==> config.mk <==
export PLATFORM = sky130hd
export DESIGN_NAME = dsc_instruction_decode_timing
export DESIGN_NICKNAME = d
export VERILOG_FILES = /design/src/dsc_decode_pkg.sv /design/src/dsc_instruction_decode_timing.sv /design/src/dsc_field_extract.sv
export VERILOG_INCLUDE_DIRS = /design/src
export SDC_FILE = /design/constraint.sdc
export NUM_CORES = 1
export LEC_CHECK = 0
export BUFFER_PORTS_ARGS = -buffer_cell sky130_fd_sc_hd__buf_2
export CORE_ASPECT_RATIO = 2
export CORE_MARGIN = 5
export CORE_UTILIZATION = 60
export DETAILED_ROUTE_END_ITERATION = 10
export HOLD_SLACK_MARGIN = 0.1
export PLACE_DENSITY = 0.86
export SLEW_MARGIN = 5
export SYNTH_ARGS = -nofsm -noshare
export SYNTH_HDL_FRONTEND = slang
export SYNTH_SLANG_ARGS = --single-unit
==> constraint.sdc <==
create_clock -name pclk -period 7 [get_ports pclk]
set_clock_uncertainty 0.2 [all_clocks]
set_input_delay 0 -clock pclk [delete_from_list [all_inputs] [get_ports pclk]]
set_output_delay 0 -clock pclk [all_outputs]
set_load 0.01 [all_outputs]
==> src/dsc_decode_defines.svh <==
`ifndef DSC_DECODE_DEFINES_SVH
`define DSC_DECODE_DEFINES_SVH
////////////////////////////////////////////////////////////////////////////
// Instruction word layout
`define WORD_W      24
`define F_OPC       23:16
`define F_CLS       23:21
`define F_BASE      15:12
`define F_SMODE     11:10
`define F_SREG      9:6
`define F_DMODE     5:4
`define F_DREG      3:0
`define F_FADDR     12:0
`define F_FDEST     13
`define F_BITSEL    3:0
`define F_BITREG    7:4
`define F_BITMODE   9:8
`define F_BITF      15:4
`define F_LIT       13:4
`define F_ACC       15
`define F_MPAIR     14:12
`define F_XPF       11:8
`define F_YPF       7:4
`define F_WB        1:0
`define F_EXTADDR   6:0
`define F_ADDRHI    15:1
`define OPB_BYTE    0
`define OPB_SIGNED  1
`define OPB_FILE    0
`define OPB_INDIR   1
`define BYTE_LIT_MAX 10'h0FF
`define EXT_HI_ZERO 8'h00
////////////////////////////////////////////////////////////////////////////
// Control opcodes
`define OP_NOP       8'h00
`define OP_REL_BR    8'h01
`define OP_CALL2     8'h02
`define OP_COMP_BR   8'h03
`define OP_GOTO2     8'h04
`define OP_CALL_IND  8'h05
`define OP_GOTO_IND  8'h06
`define OP_TBL_RD    8'h07
`define OP_LOOP2     8'h08
`define OP_TBL_WR    8'h09
`define OP_RETURN    8'h0A
`define OP_INT_RET   8'h0B
`define OP_SKIP      8'h0C
`define OP_COND_BR   8'h0D
////////////////////////////////////////////////////////////////////////////
// Write-back modes, flags, cycle counts
`define WB_NONE      2'h0
`define WB_W13       2'h1
`define WB_W13_INC   2'h2
`define WB_RSVD      2'h3
`define MCU_ALL      5'h1F
`define MCU_Z        5'h01
`define DSP_ALL      4'hF
`define CYC_ONE      2'h1
`define CYC_TWO      2'h2
`define CYC_THREE    2'h3
////////////////////////////////////////////////////////////////////////////
// Register map
`define A_CTRL       8'h00
`define A_STATUS     8'h04
`define A_ICNT       8'h08
`define A_CCNT       8'h0C
`define A_ERR        8'h10
`define A_LAST       8'h14
`define C_EN         0
`define C_CLR        1
`define E_LIT        0
`define E_ADDR       1
`define E_EXT        2
`define E_WB         3
`endif

==> src/dsc_decode_pkg.sv <==
`include "dsc_decode_defines.svh"
package dsc_decode_pkg;
    typedef enum logic [2:0] {
        CLS_CTRL = 3'b000, CLS_WORKING_REG_ZERO = 3'b001, CLS_FILE = 3'b010,
        CLS_BIT  = 3'b011, CLS_LIT  = 3'b100, CLS_MAC  = 3'b101,
        CLS_DSP  = 3'b110, CLS_MOVD = 3'b111
    } class_t;

    typedef enum logic [1:0] {
        SZ_WORD = 2'b00, SZ_BYTE = 2'b01, SZ_DWORD = 2'b10
    } size_t;

    typedef enum logic [2:0] {
        ST_FETCH = 3'b000, ST_EXT = 3'b001, ST_SKIP = 3'b010,
        ST_SKIP_EXT = 3'b011, ST_HOLD = 3'b100
    } state_t;

    typedef struct packed {
        logic        psel;
        logic        penable;
        logic        pwrite;
        logic [7:0]  paddr;
        logic [31:0] pwdata;
    } apb_req_t;

    typedef struct packed {
        class_t      cls;
        logic [7:0]  opcode;
        size_t       size;
        logic        two_word;
        logic [3:0]  base_operand_reg;
        logic [1:0]  src_mode;
        logic [3:0]  source_operand_reg;
        logic [1:0]  dst_mode;
        logic [3:0]  dest_operand_reg;
        logic [12:0] f_addr;
        logic        f_to_working_reg_zero;
        logic [3:0]  bit_sel;
        logic        bit_indirect;
        logic        bit_on_file;
        logic [15:0] lit;
        logic        acc_b;
        logic [2:0]  mult_pair;
        logic [3:0]  x_prefetch;
        logic [3:0]  y_prefetch;
        logic [1:0]  wb_mode;
        logic [22:0] prog_addr;
        logic [4:0]  mcu_flags;
        logic [3:0]  dsp_flags;
        logic [3:0]  errs;
    } dec_t;

    function automatic logic is_two_word(input logic [7:0] op);
        return (op == `OP_CALL2) || (op == `OP_GOTO2) ||
               (op == `OP_LOOP2);
    endfunction
endpackage

==> src/dsc_instruction_decode_timing.sv <==
`timescale 1ns/1ns
`include "dsc_decode_defines.svh"
module dsc_instruction_decode_timing
    import dsc_decode_pkg::*;
(
    // Clock and reset
    input  wire logic               pclk,
    input  wire logic               presetn,
    // APB slave
    input  wire apb_req_t           apb_req,
    output logic [31:0]             prdata,
    output logic                    pready,
    output logic                    pslverr,
    // Program memory stream
    input  wire logic               pm_valid,
    input  wire logic [`WORD_W-1:0] pm_word,
    output logic                    pm_ready,
    // Execution side
    input  wire logic               cond_true,
    output logic                    dec_valid,
    output dec_t                    dec_q,
    output logic [1:0]              dec_cycles,
    output logic                    nop_slot
);
    state_t             state_ff;
    state_t             nxt_state;
    logic [`WORD_W-1:0] first_ff;
    logic [1:0]         hold_ff;
    logic               ctrl_en_ff;
    logic [31:0]        icnt_ff;
    logic [31:0]        ccnt_ff;
    logic [3:0]         err_ff;
    logic [31:0]        prdata_ff;
    logic [`WORD_W-1:0] ext_src;
    logic [`WORD_W-1:0] main_src;
    dec_t               dec_c;
    logic               take;
    logic               issue;
    logic [1:0]         issue_cyc;
    logic [1:0]         issue_words;
    logic               apb_wr;
    logic               apb_rd_setup;
    logic               apb_access;
    logic               mapped;
    logic               clr_cnt;

    ////////////////////////////////////////////////////////////////////////
    // Field extraction
    assign main_src = (state_ff == ST_FETCH) ? pm_word : first_ff;
    assign ext_src  = pm_word;

    dsc_field_extract u_extract (
        .word     (main_src),
        .ext_word (ext_src),
        .dec      (dec_c)
    );

    // Cycle count of a single-word instruction
    function automatic logic [1:0] cycles_of(input dec_t d, input logic c);
        logic [1:0] n;
        n = `CYC_ONE;
        if (d.cls == CLS_MOVD) begin
            n = `CYC_TWO;
        end else if (d.cls == CLS_CTRL) begin
            unique case (d.opcode)
                `OP_REL_BR, `OP_CALL_IND, `OP_GOTO_IND,
                `OP_TBL_RD, `OP_TBL_WR: n = `CYC_TWO;
                `OP_COMP_BR, `OP_RETURN, `OP_INT_RET:
                    n = `CYC_THREE;
                `OP_COND_BR: n = c ? `CYC_TWO : `CYC_ONE;
                default: n = `CYC_ONE;
            endcase
        end
        return n;
    endfunction

    ////////////////////////////////////////////////////////////////////////
    // Sequencer
    assign take = pm_valid && pm_ready;

    always_comb begin
        pm_ready = 1'b0;
        unique case (state_ff)
            ST_FETCH:                    pm_ready = ctrl_en_ff;
            ST_EXT, ST_SKIP, ST_SKIP_EXT: pm_ready = 1'b1;
            default:                     pm_ready = 1'b0;
        endcase
    end

    always_comb begin
        nxt_state   = state_ff;
        issue       = 1'b0;
        issue_cyc   = `CYC_ONE;
        issue_words = `CYC_ONE;
        unique case (state_ff)
            ST_FETCH: begin
                if (take) begin
                    if (dec_c.two_word) begin
                        nxt_state = ST_EXT;
                    end else if (dec_c.opcode == `OP_SKIP && cond_true) begin
                        nxt_state = ST_SKIP;
                    end else begin
                        issue     = 1'b1;
                        issue_cyc = cycles_of(dec_c, cond_true);
                    end
                end
            end
            ST_EXT: begin
                if (take) begin
                    issue       = 1'b1;
                    issue_cyc   = `CYC_TWO;
                    issue_words = `CYC_TWO;
                    nxt_state   = ST_FETCH;
                end
            end
            ST_SKIP: begin
                if (take) begin
                    if (is_two_word(pm_word[`F_OPC])) begin
                        nxt_state = ST_SKIP_EXT;
                    end else begin
                        issue       = 1'b1;
                        issue_cyc   = `CYC_TWO;
                        issue_words = `CYC_TWO;
                        nxt_state   = ST_FETCH;
                    end
                end
            end
            ST_SKIP_EXT: begin
                if (take) begin
                    issue       = 1'b1;
                    issue_cyc   = `CYC_THREE;
                    issue_words = `CYC_THREE;
                    nxt_state   = ST_FETCH;
                end
            end
            ST_HOLD: begin
                if (hold_ff == `CYC_ONE) begin
                    nxt_state = ST_FETCH;
                end
            end
            default: nxt_state = ST_FETCH;
        endcase
        if (issue && issue_cyc != issue_words) begin
            nxt_state = ST_HOLD;
        end
    end

    always_ff @(posedge pclk or negedge presetn) begin
        if (!presetn) begin
            state_ff <= ST_FETCH;
        end else begin
            state_ff <= nxt_state;
        end
    end

    // First word kept while its extension or a skipped word arrives
    always_ff @(posedge pclk or negedge presetn) begin
        if (!presetn) begin
            first_ff <= '0;
        end else if (state_ff == ST_FETCH && take) begin
            first_ff <= pm_word;
        end
    end

    // Extra cycles executed as no-operation slots
    always_ff @(posedge pclk or negedge presetn) begin
        if (!presetn) begin
            hold_ff <= '0;
        end else if (issue) begin
            hold_ff <= issue_cyc - issue_words;
        end else if (state_ff == ST_HOLD) begin
            hold_ff <= hold_ff - `CYC_ONE;
        end
    end

    assign nop_slot = (state_ff == ST_HOLD);

    always_ff @(posedge pclk or negedge presetn) begin
        if (!presetn) begin
            dec_valid  <= 1'b0;
            dec_q      <= '0;
            dec_cycles <= '0;
        end else begin
            dec_valid <= issue;
            if (issue) begin
                dec_q      <= dec_c;
                dec_cycles <= issue_cyc;
            end
        end
    end

    ////////////////////////////////////////////////////////////////////////
    // Statistics and sticky error flags
    always_ff @(posedge pclk or negedge presetn) begin
        if (!presetn) begin
            icnt_ff <= '0;
            ccnt_ff <= '0;
        end else if (clr_cnt) begin
            icnt_ff <= '0;
            ccnt_ff <= '0;
        end else if (issue) begin
            icnt_ff <= icnt_ff + 32'h0000_0001;
            ccnt_ff <= ccnt_ff + 32'(issue_cyc);
        end
    end

    // A new error in the clearing cycle stays set
    always_ff @(posedge pclk or negedge presetn) begin
        if (!presetn) begin
            err_ff <= '0;
        end else begin
            err_ff <= (err_ff & ~((apb_wr && apb_req.paddr == `A_ERR) ?
                       apb_req.pwdata[3:0] : 4'h0)) |
                      (issue ? dec_c.errs : 4'h0);
        end
    end

    ////////////////////////////////////////////////////////////////////////
    // APB slave, zero wait states
    assign apb_access   = apb_req.psel && apb_req.penable;
    assign apb_wr       = apb_access && apb_req.pwrite;
    assign apb_rd_setup = apb_req.psel && !apb_req.penable && !apb_req.pwrite;
    assign clr_cnt      = apb_wr && apb_req.paddr == `A_CTRL &&
                          apb_req.pwdata[`C_CLR];
    assign pready       = 1'b1;
    assign pslverr      = apb_access && !mapped;
    assign prdata       = prdata_ff;

    always_comb begin
        unique case (apb_req.paddr)
            `A_CTRL, `A_STATUS, `A_ICNT, `A_CCNT, `A_ERR, `A_LAST:
                mapped = 1'b1;
            default: mapped = 1'b0;
        endcase
    end

    always_ff @(posedge pclk or negedge presetn) begin
        if (!presetn) begin
            ctrl_en_ff <= 1'b0;
        end else if (apb_wr && apb_req.paddr == `A_CTRL) begin
            ctrl_en_ff <= apb_req.pwdata[`C_EN];
        end
    end

    always_ff @(posedge pclk or negedge presetn) begin
        if (!presetn) begin
            prdata_ff <= '0;
        end else if (apb_rd_setup) begin
            unique case (apb_req.paddr)
                `A_CTRL:   prdata_ff <= 32'(ctrl_en_ff);
                `A_STATUS: prdata_ff <= 32'({hold_ff, state_ff});
                `A_ICNT:   prdata_ff <= icnt_ff;
                `A_CCNT:   prdata_ff <= ccnt_ff;
                `A_ERR:    prdata_ff <= 32'(err_ff);
                `A_LAST:   prdata_ff <= 32'({dec_q.cls, dec_q.two_word,
                                             dec_cycles, dec_q.opcode});
                default:   prdata_ff <= '0;
            endcase
        end
    end
endmodule // dsc_instruction_decode_timing

==> src/dsc_field_extract.sv <==
`timescale 1ns/1ns
`include "dsc_decode_defines.svh"
module dsc_field_extract
    import dsc_decode_pkg::*;
(
    // Instruction word and its extension
    input  wire logic [`WORD_W-1:0] word,
    input  wire logic [`WORD_W-1:0] ext_word,
    // Decoded fields
    output dec_t                    dec
);
    logic [7:0] opc;

    assign opc = word[`F_OPC];

    always_comb begin
        dec          = '0;
        dec.opcode   = opc;
        dec.cls      = class_t'(word[`F_CLS]);
        dec.two_word = is_two_word(opc);
        if (dec.cls == CLS_MOVD) begin
            dec.size = SZ_DWORD;
        end else if (opc[`OPB_BYTE] && (dec.cls == CLS_WORKING_REG_ZERO ||
                     dec.cls == CLS_FILE || dec.cls == CLS_LIT)) begin
            dec.size = SZ_BYTE;
        end else begin
            dec.size = SZ_WORD;
        end
        unique case (dec.cls)
            CLS_WORKING_REG_ZERO: begin
                dec.base_operand_reg   = word[`F_BASE];
                dec.src_mode           = word[`F_SMODE];
                dec.source_operand_reg = word[`F_SREG];
                dec.dst_mode           = word[`F_DMODE];
                dec.dest_operand_reg   = word[`F_DREG];
                dec.mcu_flags          = `MCU_ALL;
            end
            CLS_FILE: begin
                dec.f_addr                = word[`F_FADDR];
                dec.f_to_working_reg_zero = !word[`F_FDEST];
                dec.mcu_flags             = `MCU_ALL;
            end
            CLS_BIT: begin
                dec.bit_sel      = word[`F_BITSEL];
                dec.bit_indirect = opc[`OPB_INDIR];
                dec.bit_on_file  = opc[`OPB_FILE];
                dec.mcu_flags    = `MCU_Z;
                if (opc[`OPB_FILE]) begin
                    dec.f_addr = 13'(word[`F_BITF]);
                end else begin
                    dec.source_operand_reg = word[`F_BITREG];
                    dec.src_mode           = word[`F_BITMODE];
                end
                if (opc[`OPB_INDIR]) begin
                    dec.base_operand_reg = word[`F_BASE];
                end
            end
            CLS_LIT: begin
                dec.dest_operand_reg = word[`F_DREG];
                dec.mcu_flags        = `MCU_ALL;
                if (opc[`OPB_SIGNED]) begin
                    dec.lit = 16'($signed(word[`F_LIT]));
                end else begin
                    dec.lit = 16'(word[`F_LIT]);
                    dec.errs[`E_LIT] = opc[`OPB_BYTE] &&
                        (word[`F_LIT] > `BYTE_LIT_MAX);
                end
            end
            CLS_MAC: begin
                dec.acc_b      = word[`F_ACC];
                dec.mult_pair  = word[`F_MPAIR];
                dec.x_prefetch = word[`F_XPF];
                dec.y_prefetch = word[`F_YPF];
                dec.wb_mode    = word[`F_WB];
                dec.errs[`E_WB] = (word[`F_WB] == `WB_RSVD);
                dec.dsp_flags  = `DSP_ALL;
            end
            CLS_DSP: begin
                dec.acc_b              = word[`F_ACC];
                dec.source_operand_reg = word[`F_SREG];
                dec.src_mode           = word[`F_SMODE];
                dec.dsp_flags          = `DSP_ALL;
            end
            CLS_MOVD: begin
                dec.source_operand_reg = word[`F_SREG];
                dec.dest_operand_reg   = word[`F_DREG];
            end
            CLS_CTRL: begin
                if (dec.two_word) begin
                    dec.prog_addr = {ext_word[`F_EXTADDR],
                                     word[`F_ADDRHI], 1'b0};
                    dec.errs[`E_ADDR] = word[0];
                    dec.errs[`E_EXT] =
                        ext_word[`F_OPC] != `EXT_HI_ZERO;
                end
            end
        endcase
    end
endmodule // dsc_field_extract

==> key figures, run 1 <==
Outcome
  – Outcome: finished, final reports clean

STA
  – Slew Limit Fails: 0
  – Setup slack after layout: approximately 2.1 ns
  – Fin Setup TNS: 0 ns
  – RSZ-0062 raised after global routing: no
  – Final hold slack: around 0.11 ns
  – Slew at the pin closest to its max-slew limit: 1.29 ns
  – Rel. slew slack: 0.137
  – Final Hold Fails: 0
  – F_max: about 200 MHz
  – Tmin final: between 4 and 5 ns
  – Final setup viols: 0
  – Period utilization: 0.700

Clock network
  – Clock sinks: about 230
  – CTS root buffer: clkbuf_16
  – Buffer count from post-CTS setup fixing: 0
  – Max clock buf depth: 3
  – H-tree levels: 1
  – CTS resizes: 0
  – TritonCTS buffer count: 21
  – Worst-Skew Late Latency: between 0.5 and 0.6 ns
  – Cts hold-fix bufs: 64
  – TritonCTS clock tree: built
  – Clock slew at reported path FFs: ~0.07 ns

Detailed routing
  – Drt first pass iters: 7
  – DRC: 0
  – Vias/cell: 6.52
  – Total wire length: roughly 37 mm
  – Detail Route Antenna Nets: 0
  – Via Count: between 10000 and 15000
  – Drt initial violations: roughly 760
  – WL/cell: approximately 23 um

Cells and area
  – Share of cells above drive strength 1: 0.203
  – Commonest non-fill, non-tap cell in the layout: dfrtp_1
  – Fin util: 0.726
  – Syn-to-layout area delta: 19.6%
  – Antenna Cells: 0
  – # fillers: between 1000 and 1500
  – Commonest non-fill, non-tap cells in the layout: dfrtp_1 (234), buf_2 (194), nand2_1 (174), a21oi_1 (86), o31ai_1 (86)
  – Final nets: 1434

Synth
  – Mux contribution to synthesized area: 0.0525
  – Post-Synth Simple-Gate Area: 0.173
  – Share of synthesized flip-flops with an asynchronous set or reset: 1.00
  – Syn_area_per_cell: 9.77 sq um
  – Synth unique cells: 60
  – Syn nets: approximately 1200
  – Post-synth EDFFs: 0
  – Number of synthesized register bits: 234
  – Post-synthesis sequential area ratio: 0.512
  – Primary FF master, synth: dfrtp_1
  – Synthesized area: 0.0114 sq mm
  – Synth warn: 0
  – Cell count after synthesis: 1171
  – Largest family of logic cells by synthesized area: compound AO/OA/AOI/OAI gates
  – XOR/XNOR Fraction of Synth Area: 0.00536
  – Post-synthesis compound-gate area fraction: 0.199
  – Synth Area in Adders: 0.00722

Setup path
  – Max incr delay on CP: 0.59 ns
  – Critical Setup Path Class: reg -> reg
  – Crit path from: state_ff[0]
  – Startpoint type of the worst setup path: register
  – CP max FO: 21
  – CP Capture Type: register
  – CP max-delay cell: or3_4
  – Worst-path cell chain: or3_4 > mux2i_1 > buf_4 > or3_1 > a21boi_0 > or2_2 > fa_1 > nand3_1 > nor2_1 > nand4_1 > or4_1 > a21oi_1
  – Worst Path Required: ~7.2 ns
  – RR Startpoint: state_ff[0]
  – Worst path arrival time: slightly above 5 ns

GRT
  – Total global routing overflow: 0
  – First-pass GRT wire length: 57.8 mm
  – GR peak layer: met2
  – Initial antenna violation count: 0
  – GR Util met2: 0.580
  – Met3 usage: 0.0524
  – Total global-route track usage: 0.333
  – Vias in the first global route: around 11000
  – Largest net degree at the start of global routing: about 260
  – Met1 usage: 0.353

Place
  – RePlAce Congestion: around 0.94
  – IO buf count: ~200
  – Final HPWL DP: about 24 mm
  – Setup WS pre-CTS: 2.20 ns

Pwr
  – Comb pwr share: 0.333
  – Flop pwr share: 0.402
  – VDD IR-drop max: about 0.28 mV
  – Power density over the cells: 327 mW/mm^2
  – Clk pwr share: 0.265
  – Net Sw Power: ~1.7 mW
  – Internal Power: about 2.7 mW
  – Static Leakage: roughly 6.5 nW
  – Sw frac: 0.389

Flow run
  – Maxcap violations: 0

Floorplan
  – Initial Utilization: 0.607
  – Core footprint: roughly 0.019 sq mm
  – Die Footprint: 0.0221 sq mm
  – Num ports: 226
  – Die height: between 200 and 250 um
  – Die X: about 110 um
  – Num rows: ~70

Min path
  – Hold path start: pm_word[0]
  – Worst Hold Class: in -> reg
[kinds of logic after synthesis]
kind of cell,after synthesis
simple gates,394
xor+xnor,7
fa+ha+maj,6
flops,234
other cells,2
buf+inv,120
mux,56
compound gates,352
[worst paths after layout]
path	endpoint	slack, ns	cells after the start
min in group asynchronous	dec_q[42]	0.46	4
max in group asynchronous	dec_q[109]	5.19	4
hold reg to reg	prdata[16]	0.27	2
hold / removal	dec_q[29]	0.11	3
setup / recovery	ccnt_ff[28]	2.10	12
setup reg to reg	ccnt_ff[28]	2.10	12
[per-stage QoR]
step / instance area (sq um) / power (mW) / cells
floorplan: 11400 / 2.69 / 1171
finish: 13700 / 4.47 / 1627
CTS: 13700 / 4.41 / 1627
detailed placement: 12300 / 3.20 / 1525
global route: 13700 / 4.65 / 1627
global placement: 12300 / 3.15 / 1525
[Yosys cell counts, types with 2 or more instances]
| cell | number | area share |
|---|---|---|
| or3_1 | 15 | 0.0082 |
| xnor2_1 | 5 | 0.0038 |
| o2bb2ai_1 | 4 | 0.0031 |
| nor2b_1 | 5 | 0.0027 |
| nor3_1 | 12 | 0.0053 |
| o21ai_0 | 72 | 0.031 |
| or4_1 | 51 | 0.033 |
| ha_1 | 5 | 0.0055 |
| dfrtp_1 | 234 | 0.51 |
| mux2i_1 | 27 | 0.024 |
| mux2_2 | 28 | 0.028 |
| nand2_1 | 174 | 0.057 |
| and2_1 | 6 | 0.0033 |
| clkbuf_1 | 59 | 0.019 |
| buf_1 | 6 | 0.0020 |
| o31ai_1 | 86 | 0.056 |
| inv_1 | 13 | 0.0043 |
| o221ai_1 | 6 | 0.0046 |
| a221oi_1 | 4 | 0.0031 |
| xor2_1 | 2 | 0.0015 |
| and3_1 | 20 | 0.011 |
| a22oi_1 | 28 | 0.018 |
| o211ai_1 | 2 | 0.0013 |
| nand3_1 | 49 | 0.021 |
| nor2_1 | 25 | 0.0082 |
| o41ai_1 | 2 | 0.0015 |
| nand2b_1 | 6 | 0.0033 |
| buf_6 | 4 | 0.0039 |
| nand4_1 | 15 | 0.0082 |
| and4_1 | 7 | 0.0054 |
| nor4_1 | 4 | 0.0022 |
| a32oi_1 | 2 | 0.0015 |
| buf_4 | 17 | 0.011 |
| a311oi_1 | 2 | 0.0015 |
| a21o_1 | 13 | 0.0085 |
| o22ai_1 | 15 | 0.0082 |
| conb_1 | 2 | 0.00066 |
| a32o_1 | 2 | 0.0018 |
| a21oi_1 | 86 | 0.038 |
| buf_2 | 21 | 0.0092 |
| o21a_1 | 8 | 0.0053 |
| a22o_1 | 9 | 0.0069 |
[layout make-up]
type	count	area, sq um	area share
Tap cell	255	319	0.0233
Clock buffer	26	574	0.0420
Sequential cell	234	5860	0.428
Multi-Input combinational cell	817	5030	0.367
Clock inverter	12	118	0.00860
Timing Repair Buffer	270	1740	0.127
Inverter	13	48.8	0.00357
[layer usage]
metal,routed length [um],share of wire
met4,3260,0.089
met1,11700,0.32
met5,0,0
met3,2720,0.074
met2,19100,0.52
[sequential cells by signal, indices dropped and copies added (netlist names)]
name,count
dec_q,101
ccnt_ff,32
icnt_ff,32
prdata,32
first_ff,24
err_ff,4
state_ff,3
dec_cycles,2
hold_ff,2
ctrl_en_ff,1
dec_valid,1
[power by group through the flow]
stage	combinational, mW	sequential (mW)	clock [mW]
after CTS	1.44	1.78	1.18
final	1.49	1.80	1.18
after global routing	1.59	1.82	1.24
after floorplan	0.889	1.80	0
after global placement	1.36	1.79	0
after detailed placement	1.40	1.80	0
[critical path, delay by kind of cell (launching register included)]
family	cells	cell delay [ns]
AND/OR/NAND/NOR	7	2.68
AO/OA/AOI/OAI	2	0.67
flip-flops	1	0.52
adder cells (fa/ha/maj)	1	0.37
buffers and inverters	1	0.20
multiplexers	1	0.18
No activity file was read; power rests on OpenSTA's default activity.
==> run 2: changes to the inputs <==
- CORE_UTILIZATION: 60 -> 56
- PLACE_DENSITY: 0.86 -> 0.81
- clock period: 7 -> 4.7 ns (I/O delays scaled with it)
==> key figures, run 2 (synthesis gave the netlist of run 1 again) <==
Cells and area
  – Share of cells above drive strength 1: 0.209 (was 0.203)
  – Antenna Cells: 0 (unchanged)
  – Largest Register: dec_q (unchanged)
  – Commonest non-fill, non-tap cells in the layout: dfrtp_1 (234), buf_2 (194), nand2_1 (174), a21oi_1 (86), o31ai_1 (86) (unchanged)
  – Post-route insts no fill: 1656 (was 1627)
  – Final nets: 1455 (was 1434)
  – Fin util: 0.685 (was 0.726)
  – Commonest non-fill, non-tap cell in the layout: dfrtp_1 (unchanged)
  – Number of flip-flops in the largest register: 101 (unchanged)
  – Syn-to-layout area delta: 21.4% (was 19.6%)

GRT
  – Vias in the first global route: 10728 (was 10790)
  – Initial antenna violation count: 0 (unchanged)
  – GR peak layer: met2 (unchanged)
  – First-pass GRT wire length: 58.0 mm (was 57.8 mm)
  – GR Util met2: 0.553 (was 0.580)
  – Met1 usage: 0.325 (was 0.353)
  – Met3 usage: 0.0467 (was 0.0524)
  – Total global routing overflow: 0 (unchanged)
  – Total global-route track usage: 0.308 (was 0.333)
  – Largest net degree at the start of global routing: 134 (was 255)

Detailed routing
  – Drt initial violations: 610 (was 756)
  – WL/cell: 22.2 um (was 22.6 um)
  – Via Count: 10574 (was 10601)
  – DRC: 0 (unchanged)
  – Vias/cell: 6.39 (was 6.52)
  – Total wire length: 36.8 mm (about the same)
  – Detail Route Antenna Nets: 0 (unchanged)
  – Drt first pass iters: 6 (was 7)

Outcome
  – Outcome: finished, final reports clean (unchanged)

STA
  – Period utilization: 0.900 (was 0.700)
  – Rel. slew slack: 0.218 (was 0.137)
  – Tmin final: 4.23 ns (was 4.90 ns)
  – Fin Setup TNS: 0 ns (unchanged)
  – Final hold slack: 0.135 ns (was 0.108 ns)
  – Slew at the pin closest to its max-slew limit: 1.14 ns (was 1.29 ns)
  – F_max: 236 MHz (was 204 MHz)
  – RSZ-0062 raised after global routing: no (unchanged)
  – Final setup viols: 0 (unchanged)
  – Slew Limit Fails: 0 (unchanged)
  – Final Hold Fails: 0 (unchanged)

Place
  – RePlAce Congestion: 0.930 (was 0.943)
  – IO buf count: 195 (unchanged)
  – Inst Count DP: 1552 (was 1525)
  – Final HPWL DP: 24.6 mm (was 23.6 mm)

Setup path
  – Critical Setup Path Class: reg -> reg (unchanged)
  – Worst Path Required: 4.93 ns (was 7.23 ns)
  – CP Capture Type: register (unchanged)
  – Worst path arrival time: 4.46 ns (was 5.13 ns)
  – CP max FO: 17 (was 21)
  – Startpoint type of the worst setup path: register (unchanged)

Pwr
  – Total power: 6.75 mW (was 4.47 mW)
  – VDD IR-drop max: 0.422 mV (was 0.278 mV)
  – Static Leakage: 6.56 nW (was 6.46 nW)
  – Power density over the cells: 486 mW/mm^2 (was 327 mW/mm^2)

Clock network
  – Cts hold-fix bufs: 69 (was 64)
  – H-tree levels: 1 (unchanged)
  – TritonCTS buffer count: 21 (unchanged)
  – CTS root buffer: clkbuf_16 (unchanged)
  – Worst-Skew Late Latency: 0.52 ns (was 0.51 ns)
  – Clock slew at reported path FFs: 0.07 ns (about the same)
  – Max clock buf depth: 3 (unchanged)
  – Clock sinks: 234 (unchanged)
  – TritonCTS clock tree: built (unchanged)
  – Buffer count from post-CTS setup fixing: 0 (unchanged)
  – CTS resizes: 0 (unchanged)

Min path
  – Worst Hold Class: in -> reg (unchanged)

Floorplan
  – Num ports: 226 (unchanged)
  – Initial Utilization: 0.564 (was 0.607)
  – Die X: 111 um (was 108 um)
  – Core footprint: 0.0203 sq mm (was 0.0188 sq mm)
  – Num rows: 74 (was 71)
  – Die height: 212 um (was 205 um)
  – Die Footprint: 0.0236 sq mm (was 0.0221 sq mm)

Flow run
  – Maxcap violations: 0 (unchanged)
## run 2: path summary, 6_finish.rpt
check	end	cells after the start	slack, ns	start
setup / recovery	ccnt_ff[25]	11	0.47	state_ff[2]
hold / removal	first_ff[23]	3	0.13	pm_word[23]
setup reg to reg	ccnt_ff[25]	11	0.47	state_ff[2]
hold reg to reg	prdata[10]	2	0.27	prdata[10]
max in group asynchronous	dec_q[78]	4	3.23	presetn
min in group asynchronous	icnt_ff[12]	4	0.53	presetn
## run 2: worst max-delay path, cell delays in order, from the launching register on
cell and delay [ns]:
dfrtp_1 0.39, or3_4 0.52, mux2_2 0.37, o22ai_1 0.23, a21boi_0 0.13, or2_2 0.34, ha_1 0.30, a21oi_1 0.13
nor3_1 0.40, nand3_1 0.37, or4_1 0.58, a21oi_1 0.16
## run 2: final cells by class
type | instances | area [sq um]
Sequential cell | 234 | 5860
Tap cell | 266 | 333
Clock buffer | 28 | 592
Multi-Input combinational cell | 817 | 5030
Fill cell | 1560 | 6380
Timing Repair Buffer | 291 | 1920
Clock inverter | 7 | 116
Inverter | 13 | 48.8
## run 2: routing by layer
metal / vias to the layer above / routed length, um
met5: - / 0
met1: 5155 / 12200
met2: 523 / 19000
met3: 173 / 2310
li1: 4723 / -
met4: 0 / 3240
## run 2: metrics by stage
stage | setup slack, ns | area, sq um
floorplan | 0.708 | 11400
global placement | 0.625 | 12500
detailed placement | 0.553 | 12500
CTS | 0.510 | 13900
global route | 0.315 | 13900
finish | 0.471 | 13900
## run 2: power by group
group | total (mW) | leakage, nW | internal (mW) | switching, mW
clock | 1.82 | 0.346 | 1.05 | 0.775
sequential | 2.64 | 3.19 | 2.34 | 0.300
combinational | 2.29 | 3.02 | 0.789 | 1.50
total | 6.75 | 6.56 | 4.18 | 2.57
==> run 3: changes to the inputs <==
- CORE_UTILIZATION: 56 -> 55
- PLACE_DENSITY: 0.81 -> 0.8
==> key figures, run 3 (synthesis gave the netlist of run 1 again) <==
Cells and area
  – Largest Register: dec_q (unchanged)
  – Commonest non-fill, non-tap cells in the layout: dfrtp_1 (234), buf_2 (194), nand2_1 (174), a21oi_1 (86), o31ai_1 (86) (unchanged)
  – Fin util: 0.678 (was 0.685)
  – Syn-to-layout area delta: 21.3% (was 21.4%)
  – Area of the multi-input gates: 0.00503 sq mm (unchanged)
  – Final nets: 1450 (was 1455)
  – Commonest non-fill, non-tap cell in the layout: dfrtp_1 (unchanged)
  – Sequential Area: 0.00586 sq mm (unchanged)
  – Share of cells above drive strength 1: 0.210 (was 0.209)
  – Number of flip-flops in the largest register: 101 (unchanged)
  – Post-route insts no fill: 1655 (was 1656)
  – Antenna Cells: 0 (unchanged)
  – # fillers: 1600 (was 1560)

Clock network
  – Worst-Skew Late Latency: 0.52 ns (about the same)
  – TritonCTS buffer count: 22 (was 21)
  – Clock sinks: 234 (unchanged)
  – TritonCTS clock tree: built (unchanged)
  – CTS resizes: 0 (unchanged)
  – CTS root buffer: clkbuf_16 (unchanged)
  – Clock slew at reported path FFs: 0.07 ns (about the same)
  – Max clock buf depth: 3 (unchanged)
  – H-tree levels: 1 (unchanged)

Pwr
  – VDD IR-drop max: 0.563 mV (was 0.422 mV)
  – Clk pwr share: 0.272 (was 0.270)
  – Static Leakage: 6.55 nW (was 6.56 nW)
  – Comb pwr share: 0.336 (was 0.339)
  – Total power: 6.77 mW (was 6.75 mW)
  – Power density over the cells: 488 mW/mm^2 (was 486 mW/mm^2)
  – Flop pwr share: 0.392 (was 0.391)
  – Sw frac: 0.388 (was 0.381)
  – Internal Power: 4.14 mW (was 4.18 mW)
  – Net Sw Power: 2.63 mW (was 2.57 mW)

Setup path
  – Startpoint type of the worst setup path: register (unchanged)
  – Max incr delay on CP: 0.55 ns (was 0.58 ns)
  – Worst-path cell chain: or3_4 > mux2_2 > o22ai_1 > nand2_1 > a32oi_1 > ha_1 > fa_1 > nand3_1 > nor2_1 > nand4_1 > or4_1 > a21oi_1 (was or3_4 > mux2_2 > o22ai_1 > a21boi_0 > or2_2 > ha_1 > a21oi_1 > nor3_1 > nand3_1 > or4_1 > a21oi_1)
  – Critical Setup Path Class: reg -> reg (unchanged)
  – CP Capture Type: register (unchanged)
  – CP max FO: 21 (was 17)
  – Worst Path Required: 4.94 ns (was 4.93 ns)
  – Worst path arrival time: 4.41 ns (was 4.46 ns)
  – CP max-delay cell: or3_4 (was or4_1)

Detailed routing
  – Via Count: 10465 (was 10574)
  – Detail Route Antenna Nets: 0 (unchanged)
  – Drt first pass iters: 5 (was 6)
  – DRC: 0 (unchanged)
  – Drt initial violations: 783 (was 610)
  – WL/cell: 22.4 um (was 22.2 um)
  – Vias/cell: 6.32 (was 6.39)
  – Total wire length: 37.2 mm (was 36.8 mm)

STA
  – RSZ-0062 raised after global routing: no (unchanged)
  – Slew Limit Fails: 0 (unchanged)
  – F_max: 240 MHz (was 236 MHz)
  – Fin Setup TNS: 0 ns (unchanged)
  – Period utilization: 0.888 (was 0.900)
  – Setup slack after layout: 0.528 ns (was 0.471 ns)
  – Rel. slew slack: 0.233 (was 0.218)
  – Final Hold Fails: 0 (unchanged)
  – Final setup viols: 0 (unchanged)
  – Slew at the pin closest to its max-slew limit: 1.12 ns (was 1.14 ns)
  – Tmin final: 4.17 ns (was 4.23 ns)

GRT
  – Initial antenna violation count: 0 (unchanged)
  – Vias in the first global route: 10687 (was 10728)
  – First-pass GRT wire length: 58.5 mm (was 58.0 mm)
  – Largest net degree at the start of global routing: 183 (was 134)
  – Total global routing overflow: 0 (unchanged)
  – Total global-route track usage: 0.302 (was 0.308)

Place
  – Inst Count DP: 1548 (was 1552)
  – IO buf count: 195 (unchanged)
  – Final HPWL DP: 25.2 mm (was 24.6 mm)
  – RePlAce Congestion: 0.943 (was 0.930)
  – Setup WS pre-CTS: 0.578 ns (was 0.553 ns)

Min path
  – Worst Hold Class: in -> reg (unchanged)

Floorplan
  – Num ports: 226 (unchanged)
  – Initial Utilization: 0.559 (was 0.564)
  – Die Footprint: 0.0240 sq mm (was 0.0236 sq mm)
  – Core footprint: 0.0205 sq mm (was 0.0203 sq mm)
  – Num rows: 74 (unchanged)
  – Die X: 112 um (was 111 um)
  – Die height: 214 um (was 212 um)

Outcome
  – Outcome: finished, final reports clean (unchanged)

Flow run
  – Maxcap violations: 0 (unchanged)
run 3: changes by cell type in the layout (fill, tap and decap cells not counted), sizes merged:
cell and change:
clkinv +7, buf -4, dlygate4sd3 -2, bufinv -1, clkbuf -1, clkinvlp +1, inv -1
run 3: per-layer routing:
metal,up-vias,wire length [um],GRT usage
met3,150,2600,0.0539
met4,0,2700,0.201
met5,-,0,0
met2,498,19700,0.539
li1,4731,-,-
met1,5086,12200,0.321
run 3: power by group through the flow:
stage	sequential, mW	combinational [mW]	clock, mW
after floorplan	2.68	1.32	0
after global placement	2.66	2.12	0
after detailed placement	2.67	2.16	0
after CTS	2.64	2.22	1.87
after global routing	2.69	2.44	1.95
final	2.66	2.27	1.84
run 3: cell type report:
cell class              count  share of cell area
repair buffers            285               0.135
multi-input cells         817               0.362
clock buffers              27              0.0432
inverters                  13             0.00352
clock inverters            13              0.0105
well taps                 266              0.0240
flip-flops and latches    234               0.422
run 3: worst paths after layout:
| kind | startpoint | endpoint | slack, ns | cells after the start |
|---|---|---|---|---|
| max | state_ff[2] | ccnt_ff[28] | 0.53 | 12 |
| min | apb_req[34] | prdata[0] | 0.13 | 5 |
| max reg2reg | state_ff[2] | ccnt_ff[28] | 0.53 | 12 |
| min reg2reg | dec_q[83] | dec_q[83] | 0.27 | 2 |
| max in group asynchronous | presetn | dec_q[29] | 3.26 | 4 |
| min in group asynchronous | presetn | icnt_ff[31] | 0.41 | 4 |
run 3: what timing repair did:
action                     in CTS  in global routing
hold endpoints to repair      319                  0
buffers inserted                0                  0
hold buffers                   67                  0
setup endpoints to repair       0                  0
run 3: per-stage QoR:
step	hold WS, ns	area, sq um
2_1_floorplan	-0.496	11400
3_3_place_gp	-0.0796	12400
3_5_place_dp	-0.0668	12400
4_1_cts	0.103	13900
5_1_grt	0.122	13900
6_report	0.125	13900
run 3: worst max-delay path, delay by kind of cell (launching register included):
kind            cells  cell delay [ns]
compound gates      3             0.77
fa+ha+maj           2             0.59
flops               1             0.38
mux                 1             0.38
simple gates        6             1.76
